<file path="config.mk">
export PLATFORM = sky130hd
export DESIGN_NAME = csm_clock_mode_ctrl
export DESIGN_NICKNAME = d
export VERILOG_FILES = /design/src/hw/README_unused.sv /design/src/hw/csm_pkg.sv /design/src/hw/csm_count_if.sv /design/src/hw/csm_clock_mode_ctrl.sv /design/src/hw/csm_cycle_counter.sv
export SDC_FILE = /design/constraint.sdc
export NUM_CORES = 1
export LEC_CHECK = 0
export BUFFER_PORTS_ARGS = -buffer_cell sky130_fd_sc_hd__buf_2
export CAP_MARGIN = 20
export CORE_MARGIN = 2
export CORE_UTILIZATION = 55
export CTS_BUF_LIST = sky130_fd_sc_hd__clkbuf_4 sky130_fd_sc_hd__clkbuf_8
export DETAILED_ROUTE_END_ITERATION = 6
export HOLD_SLACK_MARGIN = 0.1
export PLACE_DENSITY = 0.76
export SLEW_MARGIN = 20
export SYNTH_ARGS = -nofsm -noshare
export SYNTH_HDL_FRONTEND = slang
export SYNTH_HIERARCHICAL = 1
export SYNTH_SLANG_ARGS = --single-unit
</file>
<file path="constraint.sdc">
create_clock -name i_clk -period 5.9 [get_ports i_clk]
set_input_delay 0 -clock i_clk [delete_from_list [all_inputs] [get_ports i_clk]]
set_output_delay 0 -clock i_clk [all_outputs]
set_load 0.02 [all_outputs]
</file>
<file path="src/hw/README_unused.sv">
// intentionally empty compilation unit
`timescale 1ns/10ps
`default_nettype none
`default_nettype wire

</file>
<file path="src/hw/csm_pkg.sv">
// constants and types shared by the clock source and mode control block
package csm_pkg;

  // ----------------------------------------------------------------
  // register map
  // ----------------------------------------------------------------
  localparam logic [7:0] CSM_OSC_MODE_ADDR   = 8'h0ca;
  localparam logic [7:0] CSM_OSC_MODE_RESET  = 8'h00;
  localparam int         CSM_FAST_STOP_BIT   = 1;
  localparam int         CSM_SLOW_SEL_BIT    = 2;
  localparam int         CSM_PDOWN_REQ_BIT   = 3;
  localparam int         CSM_GREEN_REQ_BIT   = 4;
  localparam logic [7:0] CSM_OSC_MODE_MASK   = 8'h1e;

  // ----------------------------------------------------------------
  // power mode field codes
  // ----------------------------------------------------------------
  localparam logic [1:0] CSM_PM_NORMAL       = 2'h0;
  localparam logic [1:0] CSM_PM_POWER_DOWN   = 2'h1;
  localparam logic [1:0] CSM_PM_GREEN        = 2'h2;

  // ----------------------------------------------------------------
  // fast clock build options
  // ----------------------------------------------------------------
  localparam logic [2:0] CSM_OPT_INT_FAST_ONLY = 3'h0;
  localparam logic [2:0] CSM_OPT_INT_FAST_RTC  = 3'h1;
  localparam logic [2:0] CSM_OPT_EXT_RC        = 3'h2;
  localparam logic [2:0] CSM_OPT_XTAL_32K      = 3'h3;
  localparam logic [2:0] CSM_OPT_XTAL_12M      = 3'h4;
  localparam logic [2:0] CSM_OPT_XTAL_4M       = 3'h5;

  // ----------------------------------------------------------------
  // timing counts, in oscillator cycles
  // ----------------------------------------------------------------
  localparam int         CSM_CNT_W           = 12;
  localparam logic [11:0] CSM_CFG_SLOW_CYCLES = 12'h0100;
  localparam logic [11:0] CSM_WARMUP_XTAL     = 12'h0800;
  localparam logic [11:0] CSM_WARMUP_RC       = 12'h0020;
  localparam logic [3:0]  CSM_SLOW_DIV_LAST   = 4'h3;

  // ----------------------------------------------------------------
  // sequencer states
  // ----------------------------------------------------------------
  typedef enum logic [2:0] {
    CSM_ST_CONFIG,
    CSM_ST_WARMUP,
    CSM_ST_RUN,
    CSM_ST_POWER_DOWN,
    CSM_ST_GREEN
  } csm_state_type;

endpackage : csm_pkg

</file>
<file path="src/hw/csm_count_if.sv">
// handshake between the sequencer and a cycle counter
`timescale 1ns/10ps
`default_nettype none
interface csm_count_if;
  import csm_pkg::*;
  logic                 start;
  logic                 tick;
  logic [CSM_CNT_W-1:0] limit;
  logic                 done;
  modport ctrl (output start, output tick, output limit, input done);
  modport cnt  (input start, input tick, input limit, output done);
endinterface : csm_count_if
`default_nettype wire

</file>
<file path="src/hw/csm_clock_mode_ctrl.sv">
// clock source selection, oscillator mode register and wake-up sequencing
//
// Overview of operation
// RULE1: internal 16MHz RC runs in both internal fast clock options
// RULE2: internal-fast-only option releases both oscillator pins as GPIO
// RULE3: RTC option clocks system from internal RC, RTC from 32768Hz crystal
// RULE4: external 4/12MHz, 32KHz crystal or RC on input pin, per option
// RULE5: normal mode instruction rate is fast clock divided by 1 to 16
// RULE6: slow mode instruction rate is slow RC divided by four
// RULE7: slow RC drives watchdog clock and system clock when slow selected
// RULE8: slow RC stops only in power down or 32K green without watchdog
// RULE9: 8-bit mode register at 0CAH, bits 4..1 read/write, others zero
// RULE10: fast stop bit halts fast oscillator, slow RC keeps running
// RULE11: slow select bit picks slow RC as system clock, else fast clock
// RULE12: power mode field: 00 normal, 01 power down, 10 green, 11 reserved
// RULE13: fast stop disables RC, RTC crystal or external oscillator per option
// RULE14: after any reset wait 2048 fast cycles of warm-up
// RULE15: power down wake-up warms 2048 cycles for crystals, 32 for RC
// RULE16: power down and green requests clear on wake-up
// RULE17: entering slow mode leaves the fast oscillator running
// RULE18: after reset wait 256 slow RC cycles before the warm-up count
`timescale 1ns/10ps
`default_nettype none
module csm_clock_mode_ctrl
(
  input  wire logic       i_clk,
  input  wire logic       i_srst,
  input  wire logic [7:0] i_addr,
  input  wire logic [7:0] i_wdata,
  input  wire logic       i_wr,
  input  wire logic       i_rd,
  output logic      [7:0] o_rdata,
  input  wire logic [2:0] i_fast_clock_option,
  input  wire logic [3:0] i_fcpu_divide,
  input  wire logic       i_watchdog_enable,
  input  wire logic       i_internal_fast_rc,
  input  wire logic       i_internal_slow_rc,
  input  wire logic       i_osc_in_pin,
  input  wire logic       i_wakeup,
  output logic            o_internal_fast_rc_en,
  output logic            o_internal_slow_rc_en,
  output logic            o_ext_osc_en,
  output logic            o_rtc_crystal_en,
  output logic            o_osc_in_pin_gpio,
  output logic            o_osc_out_pin_gpio,
  output logic            o_cpu_run,
  output logic            o_cpu_tick,
  output logic            o_watchdog_tick,
  output logic            o_rtc_tick,
  output logic            o_slow_mode
);
  import csm_pkg::*;

  // ----------------------------------------------------------------
  // pin synchronisers and edge detection
  // ----------------------------------------------------------------
  logic [3:0] meta_reg;
  logic [3:0] sync_reg;
  logic [3:0] last_reg;
  logic [3:0] pins;
  logic [3:0] rise;

  assign pins = {i_wakeup, i_osc_in_pin, i_internal_slow_rc, i_internal_fast_rc};
  assign rise = sync_reg & ~last_reg;

  always_ff @(posedge i_clk)
  begin
    if (i_srst)
    begin
      meta_reg <= 4'h0;
      sync_reg <= 4'h0;
      last_reg <= 4'h0;
    end
    else
    begin
      meta_reg <= pins;
      sync_reg <= meta_reg;
      last_reg <= sync_reg;
    end
  end

  logic fast_rc_edge;
  logic slow_edge;
  logic pin_edge;
  logic wake_edge;
  logic opt_internal;
  logic opt_rtc;
  logic opt_crystal;
  logic fast_edge;

  assign fast_rc_edge = rise[0];
  assign slow_edge    = rise[1];
  assign pin_edge     = rise[2];
  assign wake_edge    = rise[3];

  // option decode
  assign opt_rtc      = (i_fast_clock_option == CSM_OPT_INT_FAST_RTC);
  assign opt_internal = (i_fast_clock_option == CSM_OPT_INT_FAST_ONLY) || opt_rtc; // RULE1
  assign opt_crystal  = (i_fast_clock_option == CSM_OPT_XTAL_32K)
                     || (i_fast_clock_option == CSM_OPT_XTAL_12M)
                     || (i_fast_clock_option == CSM_OPT_XTAL_4M);
  // fast clock from internal RC or from the input oscillator pin only
  assign fast_edge    = opt_internal ? fast_rc_edge : pin_edge; // RULE3 RULE4

  // ----------------------------------------------------------------
  // mode register and sequencer
  // ----------------------------------------------------------------
  logic          fast_stop_reg;
  logic          fast_stop_next;
  logic          slow_sel_reg;
  logic          slow_sel_next;
  logic [1:0]    power_mode_reg;
  logic [1:0]    power_mode_next;
  csm_state_type state_reg;
  csm_state_type state_next;
  logic          cfg_start;
  logic          warm_start;
  logic [11:0]   warm_limit;
  logic          wr_hit;

  csm_count_if cfg_if ();
  csm_count_if warm_if ();

  assign wr_hit = i_wr && (i_addr == CSM_OSC_MODE_ADDR);

  always_comb
  begin
    state_next      = state_reg;
    fast_stop_next  = fast_stop_reg;
    slow_sel_next   = slow_sel_reg;
    power_mode_next = power_mode_reg;
    cfg_start       = 1'b0;
    warm_start      = 1'b0;
    warm_limit      = CSM_WARMUP_XTAL;
    case (state_reg)
      CSM_ST_CONFIG:
      begin
        if (cfg_if.done)
        begin
          state_next = CSM_ST_WARMUP; // RULE18
          warm_start = 1'b1;
        end
      end
      CSM_ST_WARMUP:
      begin
        if (warm_if.done)
        begin
          state_next = CSM_ST_RUN; // RULE14
        end
      end
      CSM_ST_RUN:
      begin
        if (power_mode_reg == CSM_PM_POWER_DOWN)
        begin
          state_next = CSM_ST_POWER_DOWN; // RULE12
        end
        else if (power_mode_reg == CSM_PM_GREEN)
        begin
          state_next = CSM_ST_GREEN; // RULE12
        end
      end
      CSM_ST_POWER_DOWN:
      begin
        if (wake_edge)
        begin
          state_next      = CSM_ST_WARMUP;
          warm_start      = 1'b1;
          power_mode_next = CSM_PM_NORMAL; // RULE16
          slow_sel_next   = 1'b0;
        end
      end
      CSM_ST_GREEN:
      begin
        if (wake_edge)
        begin
          state_next      = CSM_ST_RUN;
          power_mode_next = CSM_PM_NORMAL; // RULE16
        end
      end
      default:
      begin
        state_next = CSM_ST_CONFIG;
        cfg_start  = 1'b1;
      end
    endcase
    // wake-up warm-up length depends on oscillator kind
    if (state_reg == CSM_ST_POWER_DOWN)
    begin
      warm_limit = opt_crystal ? CSM_WARMUP_XTAL : CSM_WARMUP_RC; // RULE15
    end
    // software write wins over the wake-up clear
    if (wr_hit)
    begin
      fast_stop_next  = i_wdata[CSM_FAST_STOP_BIT]; // RULE9
      slow_sel_next   = i_wdata[CSM_SLOW_SEL_BIT];
      power_mode_next = {i_wdata[CSM_GREEN_REQ_BIT], i_wdata[CSM_PDOWN_REQ_BIT]};
    end
  end

  logic [11:0] warm_limit_reg;

  always_ff @(posedge i_clk)
  begin
    if (i_srst)
    begin
      state_reg      <= CSM_ST_CONFIG;
      fast_stop_reg  <= CSM_OSC_MODE_RESET[CSM_FAST_STOP_BIT]; // RULE9
      slow_sel_reg   <= CSM_OSC_MODE_RESET[CSM_SLOW_SEL_BIT];
      power_mode_reg <= CSM_OSC_MODE_RESET[CSM_GREEN_REQ_BIT:CSM_PDOWN_REQ_BIT];
      warm_limit_reg <= CSM_WARMUP_XTAL; // RULE14
    end
    else
    begin
      state_reg      <= state_next;
      fast_stop_reg  <= fast_stop_next;
      slow_sel_reg   <= slow_sel_next;
      power_mode_reg <= power_mode_next;
      if (warm_start)
      begin
        warm_limit_reg <= warm_limit;
      end
    end
  end

  // ----------------------------------------------------------------
  // configuration and warm-up counters
  // ----------------------------------------------------------------
  assign cfg_if.start  = cfg_start;
  assign cfg_if.tick   = slow_edge && (state_reg == CSM_ST_CONFIG);
  assign cfg_if.limit  = CSM_CFG_SLOW_CYCLES; // RULE18
  assign warm_if.start = warm_start;
  assign warm_if.tick  = fast_edge && (state_reg == CSM_ST_WARMUP);
  assign warm_if.limit = warm_start ? warm_limit : warm_limit_reg;

  csm_cycle_counter u_cfg_cnt
  (
    .i_clk  (i_clk),
    .i_srst (i_srst),
    .bus    (cfg_if)
  );

  csm_cycle_counter u_warm_cnt
  (
    .i_clk  (i_clk),
    .i_srst (i_srst),
    .bus    (warm_if)
  );

  // ----------------------------------------------------------------
  // oscillator enables and pin release
  // ----------------------------------------------------------------
  logic fast_run;
  logic slow_run;

  // slow select alone never stops the fast oscillator
  assign fast_run = (state_reg == CSM_ST_CONFIG) || (state_reg == CSM_ST_WARMUP)
                 || ((state_reg != CSM_ST_POWER_DOWN) && !fast_stop_reg); // RULE10 RULE17
  assign slow_run = (state_next != CSM_ST_POWER_DOWN)
                 && !((state_next == CSM_ST_GREEN)
                      && (i_fast_clock_option == CSM_OPT_XTAL_32K)
                      && !i_watchdog_enable); // RULE8

  // ----------------------------------------------------------------
  // instruction rate divider
  // ----------------------------------------------------------------
  logic [3:0] div_reg;
  logic [3:0] div_next;
  logic [3:0] div_last;
  logic       src_edge;
  logic       cpu_tick_next;

  assign div_last = slow_sel_reg ? CSM_SLOW_DIV_LAST : i_fcpu_divide; // RULE5 RULE6
  assign src_edge = slow_sel_reg ? slow_edge : fast_edge; // RULE7 RULE11

  always_comb
  begin
    div_next      = div_reg;
    cpu_tick_next = 1'b0;
    if (state_reg != CSM_ST_RUN)
    begin
      div_next = 4'h0;
    end
    else if (src_edge)
    begin
      if (div_reg >= div_last)
      begin
        div_next      = 4'h0;
        cpu_tick_next = 1'b1;
      end
      else
      begin
        div_next = div_reg + 4'h1;
      end
    end
  end

  // ----------------------------------------------------------------
  // registered outputs and read port
  // ----------------------------------------------------------------
  logic [7:0] rdata_next;

  always_comb
  begin
    rdata_next = 8'h00;
    if (i_rd && (i_addr == CSM_OSC_MODE_ADDR))
    begin
      rdata_next = {3'h0, power_mode_reg, slow_sel_reg, fast_stop_reg, 1'b0}
                 & CSM_OSC_MODE_MASK; // RULE9
    end
  end

  always_ff @(posedge i_clk)
  begin
    if (i_srst)
    begin
      div_reg               <= 4'h0;
      o_cpu_tick            <= 1'b0;
      o_rdata               <= 8'h00;
      o_internal_fast_rc_en <= 1'b0;
      o_internal_slow_rc_en <= 1'b1;
      o_ext_osc_en          <= 1'b0;
      o_rtc_crystal_en      <= 1'b0;
      o_osc_in_pin_gpio     <= 1'b0;
      o_osc_out_pin_gpio    <= 1'b0;
      o_cpu_run             <= 1'b0;
      o_watchdog_tick       <= 1'b0;
      o_rtc_tick            <= 1'b0;
      o_slow_mode           <= 1'b0;
    end
    else
    begin
      div_reg               <= div_next;
      o_cpu_tick            <= cpu_tick_next;
      o_rdata               <= rdata_next;
      o_internal_fast_rc_en <= opt_internal && fast_run; // RULE1 RULE13
      o_internal_slow_rc_en <= slow_run; // RULE8
      o_ext_osc_en          <= !opt_internal && fast_run; // RULE4 RULE13
      o_rtc_crystal_en      <= opt_rtc && fast_run; // RULE3 RULE13
      o_osc_in_pin_gpio     <= (i_fast_clock_option == CSM_OPT_INT_FAST_ONLY); // RULE2
      o_osc_out_pin_gpio    <= (i_fast_clock_option == CSM_OPT_INT_FAST_ONLY)
                            || (i_fast_clock_option == CSM_OPT_EXT_RC); // RULE2 RULE4
      o_cpu_run             <= (state_next == CSM_ST_RUN);
      o_watchdog_tick       <= slow_edge && slow_run; // RULE7
      o_rtc_tick            <= opt_rtc && pin_edge;
      o_slow_mode           <= slow_sel_reg; // RULE11
    end
  end

endmodule : csm_clock_mode_ctrl
`default_nettype wire

</file>
<file path="src/hw/csm_cycle_counter.sv">
// counts oscillator ticks up to a limit and then holds done
`timescale 1ns/10ps
`default_nettype none
module csm_cycle_counter
(
  input  wire logic   i_clk,
  input  wire logic   i_srst,
  csm_count_if.cnt    bus
);
  import csm_pkg::*;

  logic [CSM_CNT_W-1:0] count_reg;
  logic [CSM_CNT_W-1:0] count_next;
  logic                 done_reg;
  logic                 done_next;

  always_comb
  begin
    count_next = count_reg;
    done_next  = done_reg;
    if (bus.start)
    begin
      count_next = '0;
      done_next  = 1'b0;
    end
    else if (bus.tick && !done_reg)
    begin
      count_next = count_reg + 1'b1;
      if (count_next == bus.limit)
      begin
        done_next = 1'b1;
      end
    end
  end

  always_ff @(posedge i_clk)
  begin
    if (i_srst)
    begin
      count_reg <= '0;
      done_reg  <= 1'b0;
    end
    else
    begin
      count_reg <= count_next;
      done_reg  <= done_next;
    end
  end

  assign bus.done = done_reg;

endmodule : csm_cycle_counter
`default_nettype wire

</file>
==> metrics.md, run 1 <==
| Metric | Value |
|---|---|
| Result of the run | finished, final reports clean |
| Die footprint | about 0.0078 mm² |
| Rel. slew slack | between 40% and 50% |
| Standard cell core area | ~0.0068 mm² |
| Chip width | 88.4 µm |
| Most frequent cells in the layout | 76 x sky130_fd_sc_hd__dfxtp_1, 47 x sky130_fd_sc_hd__nor2_1, 42 x sky130_fd_sc_hd__buf_2 |
| Post-placement worst setup slack | 3.03 ns |
| Most common cell after layout, fill and taps aside | sky130_fd_sc_hd__dfxtp_1 |
| Global-route wire length before repair | ~13 mm |
| TritonCTS buffer count | 9 |
| HPWL after detailed placement | 5.09 mm |
| Largest net degree at the start of global routing | 45 |
| Endpoint arrival time on the critical path | roughly 3.2 ns |
| Hold violation count in the final report | 0 |
| Maximum Capacitance Violations | 0 |
| Count of clock tree sinks | 76 |
| Area added between synthesis and finish | 16.1% |
| Root Buffer | sky130_fd_sc_hd__clkbuf_8 |
| Startpoint-to-endpoint class of the critical path | reg2reg |
| Required arrival time at the worst endpoint | 6.15 ns |
| Routed length per instance | 12.5 µm |
| Post-synth EDFFs | 0 |
| WP buf/inv | 1 |
| Busiest layer in global routing | met2 |
| Cell-by-cell listing of the critical path | or3b_1 > a21o_1 > inv_1 > or2_2 > nor4_1 > o221ai_1 > or4_1 > o31ai_1 |
| Via count of the routed design | 3127 |
| Routed Antenna Nets | 0 |
| Smallest setup slack after layout | approximately 3.0 ns |
| Overall die height | approximately 88 µm |
| Critical path endpoint category | register |
| Avg Cell Area, Syn | ~9 µm² |
| Portion of the post-synthesis area used by sequential elements | between 30% and 40% |
| Achievable Freq | ~340 MHz |
| Clock input transition at the sequential cells of the worst setup and hold paths | ~0.080 ns |
| Netlist cell types | 62 |
| Cell count after synthesis | 441 |
| Total global routing overflow | 0 |
| Async set or reset register ratio after synthesis | 0% |
| Fraction of final layout cells sized beyond drive strength 1 | between 15 and 20% |
| Clock latency on the worst-skew pair | about 0.35 ns |
| Port Buffers | 42 |
| Post CTS Setup Buffer Count | 0 |
| Tightest Hold Check Type | in2reg |
| # diodes | 0 |
| Critical-path maximum fanout | 13 |
| Share of the core filled with cells in the final layout | between 60% and 70% |
| Final period utilization | roughly half |
| Per-cell via count in the routed design | 5.13 |
| Maximum cell stage delay along the critical path | between 0.5 and 0.6 ns |
| Met2 usage in global routing | between 30% and 40% |
| Antenna violations before repair | 0 |
| Largest area contributor in the netlist | sky130_fd_sc_hd__dfxtp_1 |
| Final routed wirelength across all metal layers | around 7.6 mm |
| Clock tree from TritonCTS | done |
| Delay-heaviest family, CP | simple AND/OR/NAND/NOR gates |
| Overall power of the completed layout | 0.992 mW |
| Total negative slack for setup checks | 0 ns |
| Final critical delay including setup and external delays | roughly 3 ns |
| Residual DRC | 0 |
| Weighted congestion reported at the end of routability-driven placement | approximately 0.83 |
| Worst-case clock skew | 0.0107 ns |
| DR iter-0 viols | approximately 140 |
| H-tree depth | 3 |
| Category of the worst setup path launch point | register |
| Final-report max-slew violation count | 0 |
| TritonRoute pass-1 iters | 4 |
| GR Layer Usage met3 | 3.45% |
| Flip-flop and latch count after synthesis | 76 |
| GR met1 Demand/Resource | between 20% and 30% |
| Master of the slowest instance on the critical path | sky130_fd_sc_hd__dfxtp_1 |
| Measured slew at the worst slew-check pin | around 0.8 ns |
| Dominant cells by area after synthesis | sky130_fd_sc_hd__dfxtp_1 39%, sky130_fd_sc_hd__xor2_1 6.3%, sky130_fd_sc_hd__nor2b_1 5.0% |
| Proportion of netlist area held by the largest area contributor | 38.9% |
| Warnings from Yosys | 6 |
| Primary flip-flop cell chosen by synthesis mapping | sky130_fd_sc_hd__dfxtp_1 |
| Starting density of the core | a little under three fifths |
| Fin nets | approximately 550 |
| Netlist area before placement | just under 0.004 mm² |
| Total leakage power | between 1.5 and 2 nW |
| PwrDens | 218 mW/mm² |
| Via count of the first global-routing pass | a little under 3000 |
| Number of top-level pins | roughly 50 |
| Overall fraction of global-route tracks in use | between 20 and 25% |
| Placement Rows | 30 |
| Final setup violation count | 0 |
| Worst IR Drop VDD | between 100 and 150 µV |
| Number of buffers between clock root and the deepest sink | 2 |
| Unrepaired setup endpoints after global routing | false |
==> per-layer routing <==
layer  vias up  share of wire (%)  wire (µm)
li1       1622                  -          -
met1      1432                 47       3590
met2        61                 47       3620
met3        12                3.7        279
met4         0                1.8        140
met5         -                  0          0
==> where the power goes <==
part           switching [mW]  total, mW  internal [mW]  leakage [nW]
clock network           0.208      0.410          0.202         0.102
registers             0.00248      0.520          0.518         0.615
logic                  0.0330     0.0612         0.0282          1.18
==> tightest hold or removal path: stages <==
cell and delay [ns]:
sky130_fd_sc_hd__buf_2 0.10, sky130_fd_sc_hd__inv_1 0.05, sky130_fd_sc_hd__nor4_2 0.08, sky130_fd_sc_hd__a21oi_1 0.15, sky130_fd_sc_hd__nor2_1 0.04
==> cell families (layout without fill, tap and decap cells) <==
group / Yosys count / in the layout / synth area share [%]
flops: 76 / 76 / 38.9
buf+inv: 36 / 88 / 5.37
other cells: 2 / 23 / 0.192
simple gates: 214 / 214 / 30.8
fa+ha+maj: 7 / 7 / 2.24
mux: 4 / 4 / 1.34
compound gates: 56 / 56 / 10.9
xor+xnor: 46 / 46 / 10.3
==> through the flow <==
| step | instance area (µm²) | hold WS, ns | instances |
|---|---|---|---|
| 2_1_floorplan | 3990 | 0.0764 | 462 |
| 3_3_place_gp | 4160 | 0.212 | 576 |
| 3_5_place_dp | 4160 | 0.215 | 576 |
| 4_1_cts | 4550 | 0.100 | 610 |
| 5_1_grt | 4550 | 0.151 | 610 |
| 6_report | 4550 | 0.109 | 610 |
==> Yosys cell counts, types with 9 or more instances <==
| master | number |
|---|---|
| sky130_fd_sc_hd__nand3_1 | 15 |
| sky130_fd_sc_hd__nand2_1 | 23 |
| sky130_fd_sc_hd__xor2_1 | 28 |
| sky130_fd_sc_hd__inv_1 | 12 |
| sky130_fd_sc_hd__a21oi_1 | 13 |
| sky130_fd_sc_hd__nor2b_1 | 31 |
| sky130_fd_sc_hd__clkbuf_1 | 9 |
| sky130_fd_sc_hd__dfxtp_1 | 76 |
| sky130_fd_sc_hd__xnor2_1 | 18 |
| sky130_fd_sc_hd__nor3_1 | 15 |
| sky130_fd_sc_hd__nand2b_1 | 14 |
| sky130_fd_sc_hd__nor2_1 | 47 |
| sky130_fd_sc_hd__and2_1 | 16 |
==> final timing paths <==
path | to | slack [ns] | startpoint | cells after the start
worst max register to register | u_warm_cnt/bus.done | 2.96 | state_reg[1] | 8
worst min-delay path | slow_sel_reg | 0.11 | i_wr | 5
worst max-delay path | u_warm_cnt/bus.done | 2.96 | state_reg[1] | 8
worst min register to register | o_rtc_tick | 0.43 | last_reg[2] | 1
==> final cells by class <==
| class | instances | area [µm²] |
|---|---|---|
| clock inverters | 7 | 83.8 |
| repair buffers | 60 | 390 |
| well taps | 96 | 120 |
| flip-flops and latches | 76 | 1520 |
| inverters | 12 | 45.0 |
| clock buffers | 9 | 124 |
| fillers | 578 | 2280 |
| multi-input cells | 350 | 2260 |
==> repair_timing <==
action | 4_1_cts | 5_1_grt
hold buffers | 18 | 0
resized for setup | 0 | 0
hold endpoints to repair | 20 | 0
endpoints found under the setup margin | 0 | 0
Power figures use the tool's default switching activity.
==> run 2: changes to the inputs <==
- ABC_AREA: unset -> 1
- CORE_UTILIZATION: 55 -> 54
- PLACE_DENSITY: 0.76 -> 0.78
- clock period: 5.9 -> 2.42 ns (I/O delays scaled with it)
==> metrics.md, run 2 <==
| Metric | Value |
|---|---|
| Portion of total power attributed to sequential cells | 48.3% (was 52.5%) |
| Chip width | 91.7 µm (was 88.4 µm) |
| Antenna violations before repair | 0 (unchanged) |
| DR iter-0 viols | 261 (was 136) |
| Routed Antenna Nets | 0 (unchanged) |
| Routed length per instance | 12.0 µm (was 12.5 µm) |
| Portion of the post-synthesis area used by sequential elements | 36.6% (was 38.9%) |
| Async set or reset register ratio after synthesis | 0% (unchanged) |
| Final design area excluding fillers | 0.00503 mm² (was 0.00455 mm²) |
| Most frequent cells in the layout | 146 x sky130_fd_sc_hd__nand2_1, 135 x sky130_fd_sc_hd__inv_1, 82 x sky130_fd_sc_hd__nor2_1 (was 76 x sky130_fd_sc_hd__dfxtp_1, 47 x sky130_fd_sc_hd__nor2_1, 42 x sky130_fd_sc_hd__buf_2) |
| Netlist cell types | 35 (was 62) |
| Clock input transition at the sequential cells of the worst setup and hold paths | 0.08 ns (about the same) |
| Switching power summed over all nets | 0.636 mW (was 0.244 mW) |
| Depth of the worst register-to-register path | 16 (was 8) |
| # diodes | 0 (unchanged) |
| Total negative slack for setup checks | 0 ns (unchanged) |
| Critical path endpoint category | register (unchanged) |
| Largest net degree at the start of global routing | 25 (was 45) |
| Final critical delay including setup and external delays | roughly 2.3 ns |
| Max Used Layer | met4 (unchanged) |
| Post CTS Setup Buffer Count | 0 (unchanged) |
| Count of fill cells added during filler insertion | 610 (was 578) |
| Part of the total power dissipated in the clock network | 43.4% (was 41.4%) |
| Category of the worst setup path launch point | input port (was register) |
| Standard cell core area | 0.00737 mm² (was 0.00683 mm²) |
| Starting density of the core | 56.4% (was 57.3%) |
| Required arrival time at the worst endpoint | 2.72 ns (was 6.15 ns) |
| Post-placement cell area | 0.00454 mm² (was 0.00416 mm²) |
| TritonRoute pass-1 iters | 5 (was 4) |
| Flip-flop and latch count after synthesis | 76 (unchanged) |
| Routed met1 length | 4.53 mm (was 3.59 mm) |
| Tightest Hold Check Type | in2reg (unchanged) |
| H-tree depth | 3 (unchanged) |
| Fin nets | 777 (was 548) |
| Depth of the critical timing path with buffers and inverters included | 11 (was 8) |
| Proportion of netlist area held by the largest area contributor | 36.6% (was 38.9%) |
| Most common cell after layout, fill and taps aside | sky130_fd_sc_hd__nand2_1 (was sky130_fd_sc_hd__dfxtp_1) |
| Final-report max-slew violation count | 0 (unchanged) |
| Die footprint | 0.00841 mm² (was 0.00781 mm²) |
| Worst hold path depth | 6 (was 5) |
| PwrDens | 533 mW/mm² (was 218 mW/mm²) |
| Maximum cell stage delay along the critical path | 0.56 ns (was 0.57 ns) |
| TritonCTS buffer count | 9 (unchanged) |
| Worst IR Drop VDD | 284 µV (was 131 µV) |
| Root Buffer | sky130_fd_sc_hd__clkbuf_8 (unchanged) |
| Placement Rows | 31 (was 30) |
| Total leakage power | 2.44 nW (was 1.89 nW) |
| Residual DRC | 0 (unchanged) |
| Number of top-level pins | 51 (unchanged) |
| Avg Cell Area, Syn | 6.46 µm² (was 8.88 µm²) |
| Dominant cells by area after synthesis | sky130_fd_sc_hd__dfxtp_1 37%, sky130_fd_sc_hd__nand2_1 13%, sky130_fd_sc_hd__inv_1 12% (was sky130_fd_sc_hd__dfxtp_1 39%, sky130_fd_sc_hd__xor2_1 6.3%, sky130_fd_sc_hd__nor2b_1 5.0%) |
| Leading cell types by count after synthesis | 146 x sky130_fd_sc_hd__nand2_1, 135 x sky130_fd_sc_hd__inv_1, 82 x sky130_fd_sc_hd__nor2_1, 76 x sky130_fd_sc_hd__dfxtp_1, 69 x sky130_fd_sc_hd__nand3_1 (was 76 x sky130_fd_sc_hd__dfxtp_1, 47 x sky130_fd_sc_hd__nor2_1, 31 x sky130_fd_sc_hd__nor2b_1, 28 x sky130_fd_sc_hd__xor2_1, 23 x sky130_fd_sc_hd__nand2_1) |
| Overall power of the completed layout | 2.68 mW (was 0.992 mW) |
| Crit path top cell by count | sky130_fd_sc_hd__dlygate4sd3_1 |
| Clock latency on the worst-skew pair | 0.35 ns (about the same) |
| Internal power contribution | 2.04 mW (was 0.748 mW) |
| Port Buffers | 42 (unchanged) |
| Master of the slowest instance on the critical path | sky130_fd_sc_hd__dlygate4sd3_1 (was sky130_fd_sc_hd__dfxtp_1) |
| Fraction of final layout cells sized beyond drive strength 1 | 12.8% (was 15.4%) |
| Area added between synthesis and finish | 21.1% (was 16.1%) |
| Number of buffers between clock root and the deepest sink | 2 (unchanged) |
| Cell count after synthesis | 643 (was 441) |
| Per-cell via count in the routed design | 4.94 (was 5.13) |
| Cell-by-cell listing of the critical path | dlygate4sd3_1 > buf_2 > inv_1 > nand2_1 > dlygate4sd3_1 > nor2_1 > nand3_2 > inv_1 > nand2_1 > a21oi_1 > dlygate4sd3_1 (was or3b_1 > a21o_1 > inv_1 > or2_2 > nor4_1 > o221ai_1 > or4_1 > o31ai_1) |
| Post-synth EDFFs | 0 (unchanged) |
| Primary flip-flop cell chosen by synthesis mapping | sky130_fd_sc_hd__dfxtp_1 (unchanged) |
| Met2 wire len | 4.94 mm (was 3.62 mm) |
| Weighted congestion reported at the end of routability-driven placement | 0.845 (was 0.827) |
| Unrepaired setup endpoints after global routing | false (unchanged) |
| Netlist area before placement | 0.00415 mm² (was 0.00392 mm²) |
| Hold Slack | 0.172 ns (was 0.109 ns) |
| Overall die height | 91.7 µm (was 88.4 µm) |
| Via count of the routed design | 4156 (was 3127) |
| Final setup violation count | 0 (unchanged) |
| DR WL met3 | 411 µm (was 279 µm) |
| Critical-path maximum fanout | 6 (was 13) |
| Result of the run | finished, final reports clean (unchanged) |
| Final period utilization | 94.9% |
| Overall fraction of global-route tracks in use | 24.8% (was 20.6%) |
| Combinational cell fraction of total power | 8.2% (was 6.2%) |
| Global-route wire length before repair | 17.2 mm (was 12.8 mm) |
| Clock tree from TritonCTS | done (unchanged) |
| Worst-case clock skew | 0.00989 ns (was 0.0107 ns) |
| Largest area contributor in the netlist | sky130_fd_sc_hd__dfxtp_1 (unchanged) |
| WP buf/inv | 6 (was 1) |
| Final routed wirelength across all metal layers | 10.1 mm (was 7.63 mm) |
| Via count of the first global-routing pass | 4050 (was 2935) |
| Count of clock tree sinks | 76 (unchanged) |
| Warnings from Yosys | 6 (unchanged) |
| Most repeated cell in the gate-level netlist after synthesis | sky130_fd_sc_hd__nand2_1 (was sky130_fd_sc_hd__dfxtp_1) |
| HPWL after detailed placement | 6.99 mm (was 5.09 mm) |
| Maximum Capacitance Violations | 0 (unchanged) |
| Switching Fraction | 23.8% (was 24.6%) |
| Hold violation count in the final report | 0 (unchanged) |
| Achievable Freq | roughly 440 MHz |
| Startpoint-to-endpoint class of the critical path | in2reg (was reg2reg) |
| Endpoint arrival time on the critical path | 2.59 ns (was 3.20 ns) |
| Delay-heaviest family, CP | buffers and inverters (was simple AND/OR/NAND/NOR gates) |
| Total global routing overflow | 0 (unchanged) |
==> run 2: final cells by class <==
type                       count  area (µm²)  share of cell area (%)
timing repair buffer          72         498                    9.90
clock buffer                   9         124                    2.46
clock inverter                 6         114                    2.26
multi-input combinational    441        2130                    42.4
inverter                     138         518                    10.3
tap                           99         124                    2.46
sequential                    76        1520                    30.2
==> run 2: final timing paths <==
kind,from,end,slack (ns)
max,i_addr[4],power_mode_reg[0],0.12
min,i_addr[1],slow_sel_reg,0.17
min reg2reg,meta_reg[0],sync_reg[0],0.41
max reg2reg,state_reg[2],u_warm_cnt/bus.done,0.37
==> run 2: metrics by stage <==
stage,instances,utilization [%],setup WS (ns)
3_5_place_dp,801,61.6,0.434
2_1_floorplan,668,-,0.674
6_report,841,68.3,0.123
5_1_grt,841,68.3,0.0452
3_3_place_gp,801,61.6,0.472
4_1_cts,840,68.1,0.219
==> run 2: repair_timing <==
item | 4_1_cts | 5_1_grt
endpoints found under the hold margin | 26 | 1
setup endpoints to repair | 0 | 1
hold buffers | 24 | 1
resized for setup | 0 | 1
==> run 2: worst min-delay path, cell delays in order <==
cell and delay (ns):
sky130_fd_sc_hd__buf_2 0.10, sky130_fd_sc_hd__nand2_1 0.04, sky130_fd_sc_hd__nor2_1 0.06, sky130_fd_sc_hd__nand3_2 0.13, sky130_fd_sc_hd__nand3_1 0.09, sky130_fd_sc_hd__nand2_1 0.07
==> run 2: power groups by stage <==
stage	logic (mW)	registers [mW]	clock network, mW
2_1_floorplan	0.126	1.33	0
3_3_place_gp	0.181	1.32	0
3_5_place_dp	0.188	1.32	0
4_1_cts	0.212	1.29	1.18
5_1_grt	0.250	1.30	1.23
6_report	0.221	1.30	1.16
==> run 2: cell families after synthesis <==
kind of cell	count (synthesis)	share of synthesized area, %
flops	76	36.6
simple gates	341	37.7
other cells	2	0.181
buf+inv	151	14.4
fa+ha+maj	7	2.11
xor+xnor	2	0.422
compound gates	64	8.55
==> run 2: layer usage <==
metal | up-vias | global-route usage [%]
met1 | 1884 | 30.8
met4 | 0 | 9.70
met5 | - | 0
met2 | 105 | 43.4
li1 | 2151 | -
met3 | 16 | 3.29
==> run 3: changes to the inputs <==
- CORE_UTILIZATION: 54 -> 40
- PLACE_DENSITY: 0.78 -> 0.61
- SETUP_SLACK_MARGIN: unset -> 0.5
- SLEW_MARGIN: 20 -> unset
==> metrics.md, run 3 (synthesis gave the netlist of run 2 again) <==
| Metric | Value |
|---|---|
| Result of the run | finished, final reports clean (unchanged) |
| FF-to-FF End | u_warm_cnt/bus.done (unchanged) |
| Via count of the routed design | 4047 (was 4156) |
| Final setup violation count | 0 (unchanged) |
| Final routed wirelength across all metal layers | 9.74 mm (was 10.1 mm) |
| Maximum cell stage delay along the critical path | 0.37 ns (was 0.56 ns) |
| Fraction of final layout cells sized beyond drive strength 1 | 14.9% (was 12.8%) |
| Largest net degree at the start of global routing | 25 (unchanged) |
| Overall die height | 106 µm (was 91.7 µm) |
| Post-placement cell area | 0.00458 mm² (was 0.00454 mm²) |
| Total global routing overflow | 0 (unchanged) |
| Hold_sp | i_fcpu_divide[3] (was i_addr[1]) |
| Maximum Capacitance Violations | 0 (unchanged) |
| Most common cell after layout, fill and taps aside | sky130_fd_sc_hd__nand2_1 (unchanged) |
| Port Buffers | 42 (unchanged) |
| Clock latency on the worst-skew pair | 0.35 ns (about the same) |
| # diodes | 0 (unchanged) |
| Worst hold path depth | 7 (was 6) |
| Category of the worst setup path launch point | register (was input port) |
| Origin of the worst setup path | state_reg[2] (was i_addr[4]) |
| HPWL after detailed placement | 6.96 mm (was 6.99 mm) |
| Depth of the critical timing path with buffers and inverters included | 14 (was 11) |
| Antenna violations before repair | 0 (unchanged) |
| Final-report max-slew violation count | 0 (unchanged) |
| Placed cell count | 838 (was 801) |
| Master of the slowest instance on the critical path | sky130_fd_sc_hd__dfxtp_4 (was sky130_fd_sc_hd__dlygate4sd3_1) |
| Worst IR Drop VDD | 217 µV (was 284 µV) |
| Cell-by-cell listing of the critical path | inv_4 > nand3_2 > inv_2 > nand2_4 > nand2_8 > nor2_1 > xnor2_1 > nor2_1 > nand2_1 > nor2_1 > nand3_1 > nor2_1 > nand3_1 > a21oi_2 (was dlygate4sd3_1 > buf_2 > inv_1 > nand2_1 > dlygate4sd3_1 > nor2_1 > nand3_2 > inv_1 > nand2_1 > a21oi_1 > dlygate4sd3_1) |
| Startpoint-to-endpoint class of the critical path | reg2reg (was in2reg) |
| Fin nets | 781 (was 777) |
| Final critical delay including setup and external delays | 1.82 ns (was 2.30 ns) |
| Crit path top cell by count | sky130_fd_sc_hd__nor2_1 (was sky130_fd_sc_hd__dlygate4sd3_1) |
| Global-route wire length before repair | 16.3 mm (was 17.2 mm) |
| Clock input transition at the sequential cells of the worst setup and hold paths | 0.08 ns (about the same) |
| Overall fraction of global-route tracks in use | 17.8% (was 24.8%) |
| Achievable Freq | 551 MHz (was 435 MHz) |
| PwrDens | 521 mW/mm² (was 533 mW/mm²) |
| Depth of the worst register-to-register path | 14 (was 16) |
| Count of clock tree sinks | 76 (unchanged) |
| Per-cell via count in the routed design | 4.59 (was 4.94) |
| Chip width | 106 µm (was 91.7 µm) |
| Most frequent cells in the layout | 145 x sky130_fd_sc_hd__nand2_1, 134 x sky130_fd_sc_hd__inv_1, 78 x sky130_fd_sc_hd__nor2_1 (was 146 x sky130_fd_sc_hd__nand2_1, 135 x sky130_fd_sc_hd__inv_1, 82 x sky130_fd_sc_hd__nor2_1) |
| Clock tree from TritonCTS | done (unchanged) |
| Residual DRC | 0 (unchanged) |
| Minimum setup slack among reg-to-reg paths | 0.60 ns (was 0.37 ns) |
| Area added between synthesis and finish | 24.7% (was 21.1%) |
| Tightest Hold Check Type | in2reg (unchanged) |
| Critical-path maximum fanout | 12 (was 6) |
| Critical path endpoint category | register (unchanged) |
| Placement Rows | 37 (was 31) |
| TritonRoute pass-1 iters | 5 (unchanged) |
| Routed Antenna Nets | 0 (unchanged) |
| TritonCTS buffer count | 9 (unchanged) |
| Required arrival time at the worst endpoint | 2.71 ns (was 2.72 ns) |
| Starting density of the core | 40.8% (was 56.4%) |
| Total negative slack for setup checks | 0 ns (unchanged) |
| Via count of the first global-routing pass | 3709 (was 4050) |
| Share of the core filled with cells in the final layout | 50.9% (was 68.3%) |
| Overall power of the completed layout | 2.70 mW (was 2.68 mW) |
| H-tree depth | 3 (unchanged) |
| Unrepaired setup endpoints after global routing | true (was false) |
| Root Buffer | sky130_fd_sc_hd__clkbuf_8 (unchanged) |
| Hold endpoint | o_cpu_tick (was slow_sel_reg) |
| Final period utilization | 75.0% (was 94.9%) |
| Number of buffers between clock root and the deepest sink | 2 (unchanged) |
| Endpoint arrival time on the critical path | 2.10 ns (was 2.59 ns) |
| Worst-case clock skew | 0.00847 ns (was 0.00989 ns) |
| Hold violation count in the final report | 0 (unchanged) |
| Final non-filler cell total | 882 (was 841) |
| Weighted congestion reported at the end of routability-driven placement | 0.863 (was 0.845) |
| Die footprint | 0.0112 mm² (was 0.00841 mm²) |
| Total leakage power | 2.47 nW (was 2.44 nW) |
| WP buf/inv | 2 (was 6) |
| DR iter-0 viols | 196 (was 261) |
| Final design area excluding fillers | 0.00518 mm² (was 0.00503 mm²) |
| Start of the worst register-to-register path | state_reg[2] (unchanged) |
| Standard cell core area | 0.0102 mm² (was 0.00737 mm²) |
| Routed length per instance | 11.0 µm (was 12.0 µm) |
| Number of top-level pins | 51 (unchanged) |
| Delay-heaviest family, CP | simple AND/OR/NAND/NOR gates (was buffers and inverters) |
run 3: cell count changes in the layout (fill, tap and decap cells not counted), moves of 2 or more:
| cell | previous run | this run |
|---|---|---|
| sky130_fd_sc_hd__clkinvlp_4 | 2 | 4 |
| sky130_fd_sc_hd__nand3_2 | 3 | 1 |
| sky130_fd_sc_hd__dfxtp_2 | 0 | 2 |
| sky130_fd_sc_hd__nor2_4 | 6 | 10 |
| sky130_fd_sc_hd__clkbuf_4 | 0 | 2 |
| sky130_fd_sc_hd__nor2_1 | 82 | 78 |
| sky130_fd_sc_hd__buf_4 | 5 | 8 |
| sky130_fd_sc_hd__dlygate4sd3_1 | 25 | 23 |
| sky130_fd_sc_hd__dfxtp_1 | 76 | 73 |
run 3: cell type report:
type	count	area, µm²
Clock buffer	11	145
Clock inverter	4	97.6
Fill cell	1036	5000
Inverter	138	528
Multi-Input combinational cell	442	2190
Sequential cell	76	1530
Tap cell	136	170
Timing Repair Buffer	74	514
Timing Repair inverter	1	7.51
run 3: worst max path at each step:
stage | endpoint | slack, ns
after floorplan | u_warm_cnt/bus.done | 0.67
after global placement | u_warm_cnt/bus.done | 0.45
after detailed placement | u_warm_cnt/bus.done | 0.40
after CTS | u_warm_cnt/bus.done | 0.52
after global routing | u_warm_cnt/bus.done | 0.44
final | u_warm_cnt/bus.done | 0.60
run 3: worst register-to-register path: stages (launching register included):
cell and delay [ns]:
sky130_fd_sc_hd__dfxtp_4 0.37, sky130_fd_sc_hd__inv_4 0.09, sky130_fd_sc_hd__nand3_2 0.09, sky130_fd_sc_hd__inv_2 0.11
sky130_fd_sc_hd__nand2_4 0.08, sky130_fd_sc_hd__nand2_8 0.13, sky130_fd_sc_hd__nor2_1 0.08, sky130_fd_sc_hd__xnor2_1 0.14
sky130_fd_sc_hd__nor2_1 0.12, sky130_fd_sc_hd__nand2_1 0.06, sky130_fd_sc_hd__nor2_1 0.12, sky130_fd_sc_hd__nand3_1 0.10
sky130_fd_sc_hd__nor2_1 0.09, sky130_fd_sc_hd__nand3_1 0.08, sky130_fd_sc_hd__a21oi_2 0.11
run 3: what timing repair did:
| item | 4_1_cts | 5_1_grt |
|---|---|---|
| gates resized for setup | 2 | 21 |
| pin swaps | 0 | 2 |
| endpoints found under the setup margin | 1 | 18 |
| endpoints found under the hold margin | 26 | 0 |
| hold buffers | 23 | 0 |
| cloned | 0 | 2 |
| buffers inserted | 0 | 4 |
run 3: layer usage:
layer	vias to the layer above	global-route usage, %	share of wire (%)
met3	13	2.64	4.0
li1	2152	-	-
met5	-	0	0
met1	1802	24.5	50
met2	80	27.6	44
met4	0	8.18	1.5
run 3: report_power, final:
group	total [mW]	switching (mW)	internal, mW
logic	0.217	0.129	0.0882
registers	1.29	0.0210	1.27
clock network	1.19	0.467	0.719
run 3: metrics by stage:
step | hold WS [ns] | worst slack, ns
after floorplan | 0.0764 | 0.674
after global placement | 0.212 | 0.448
after detailed placement | 0.215 | 0.404
after CTS | 0.275 | 0.519
after global routing | 0.365 | 0.438
final | 0.298 | 0.605
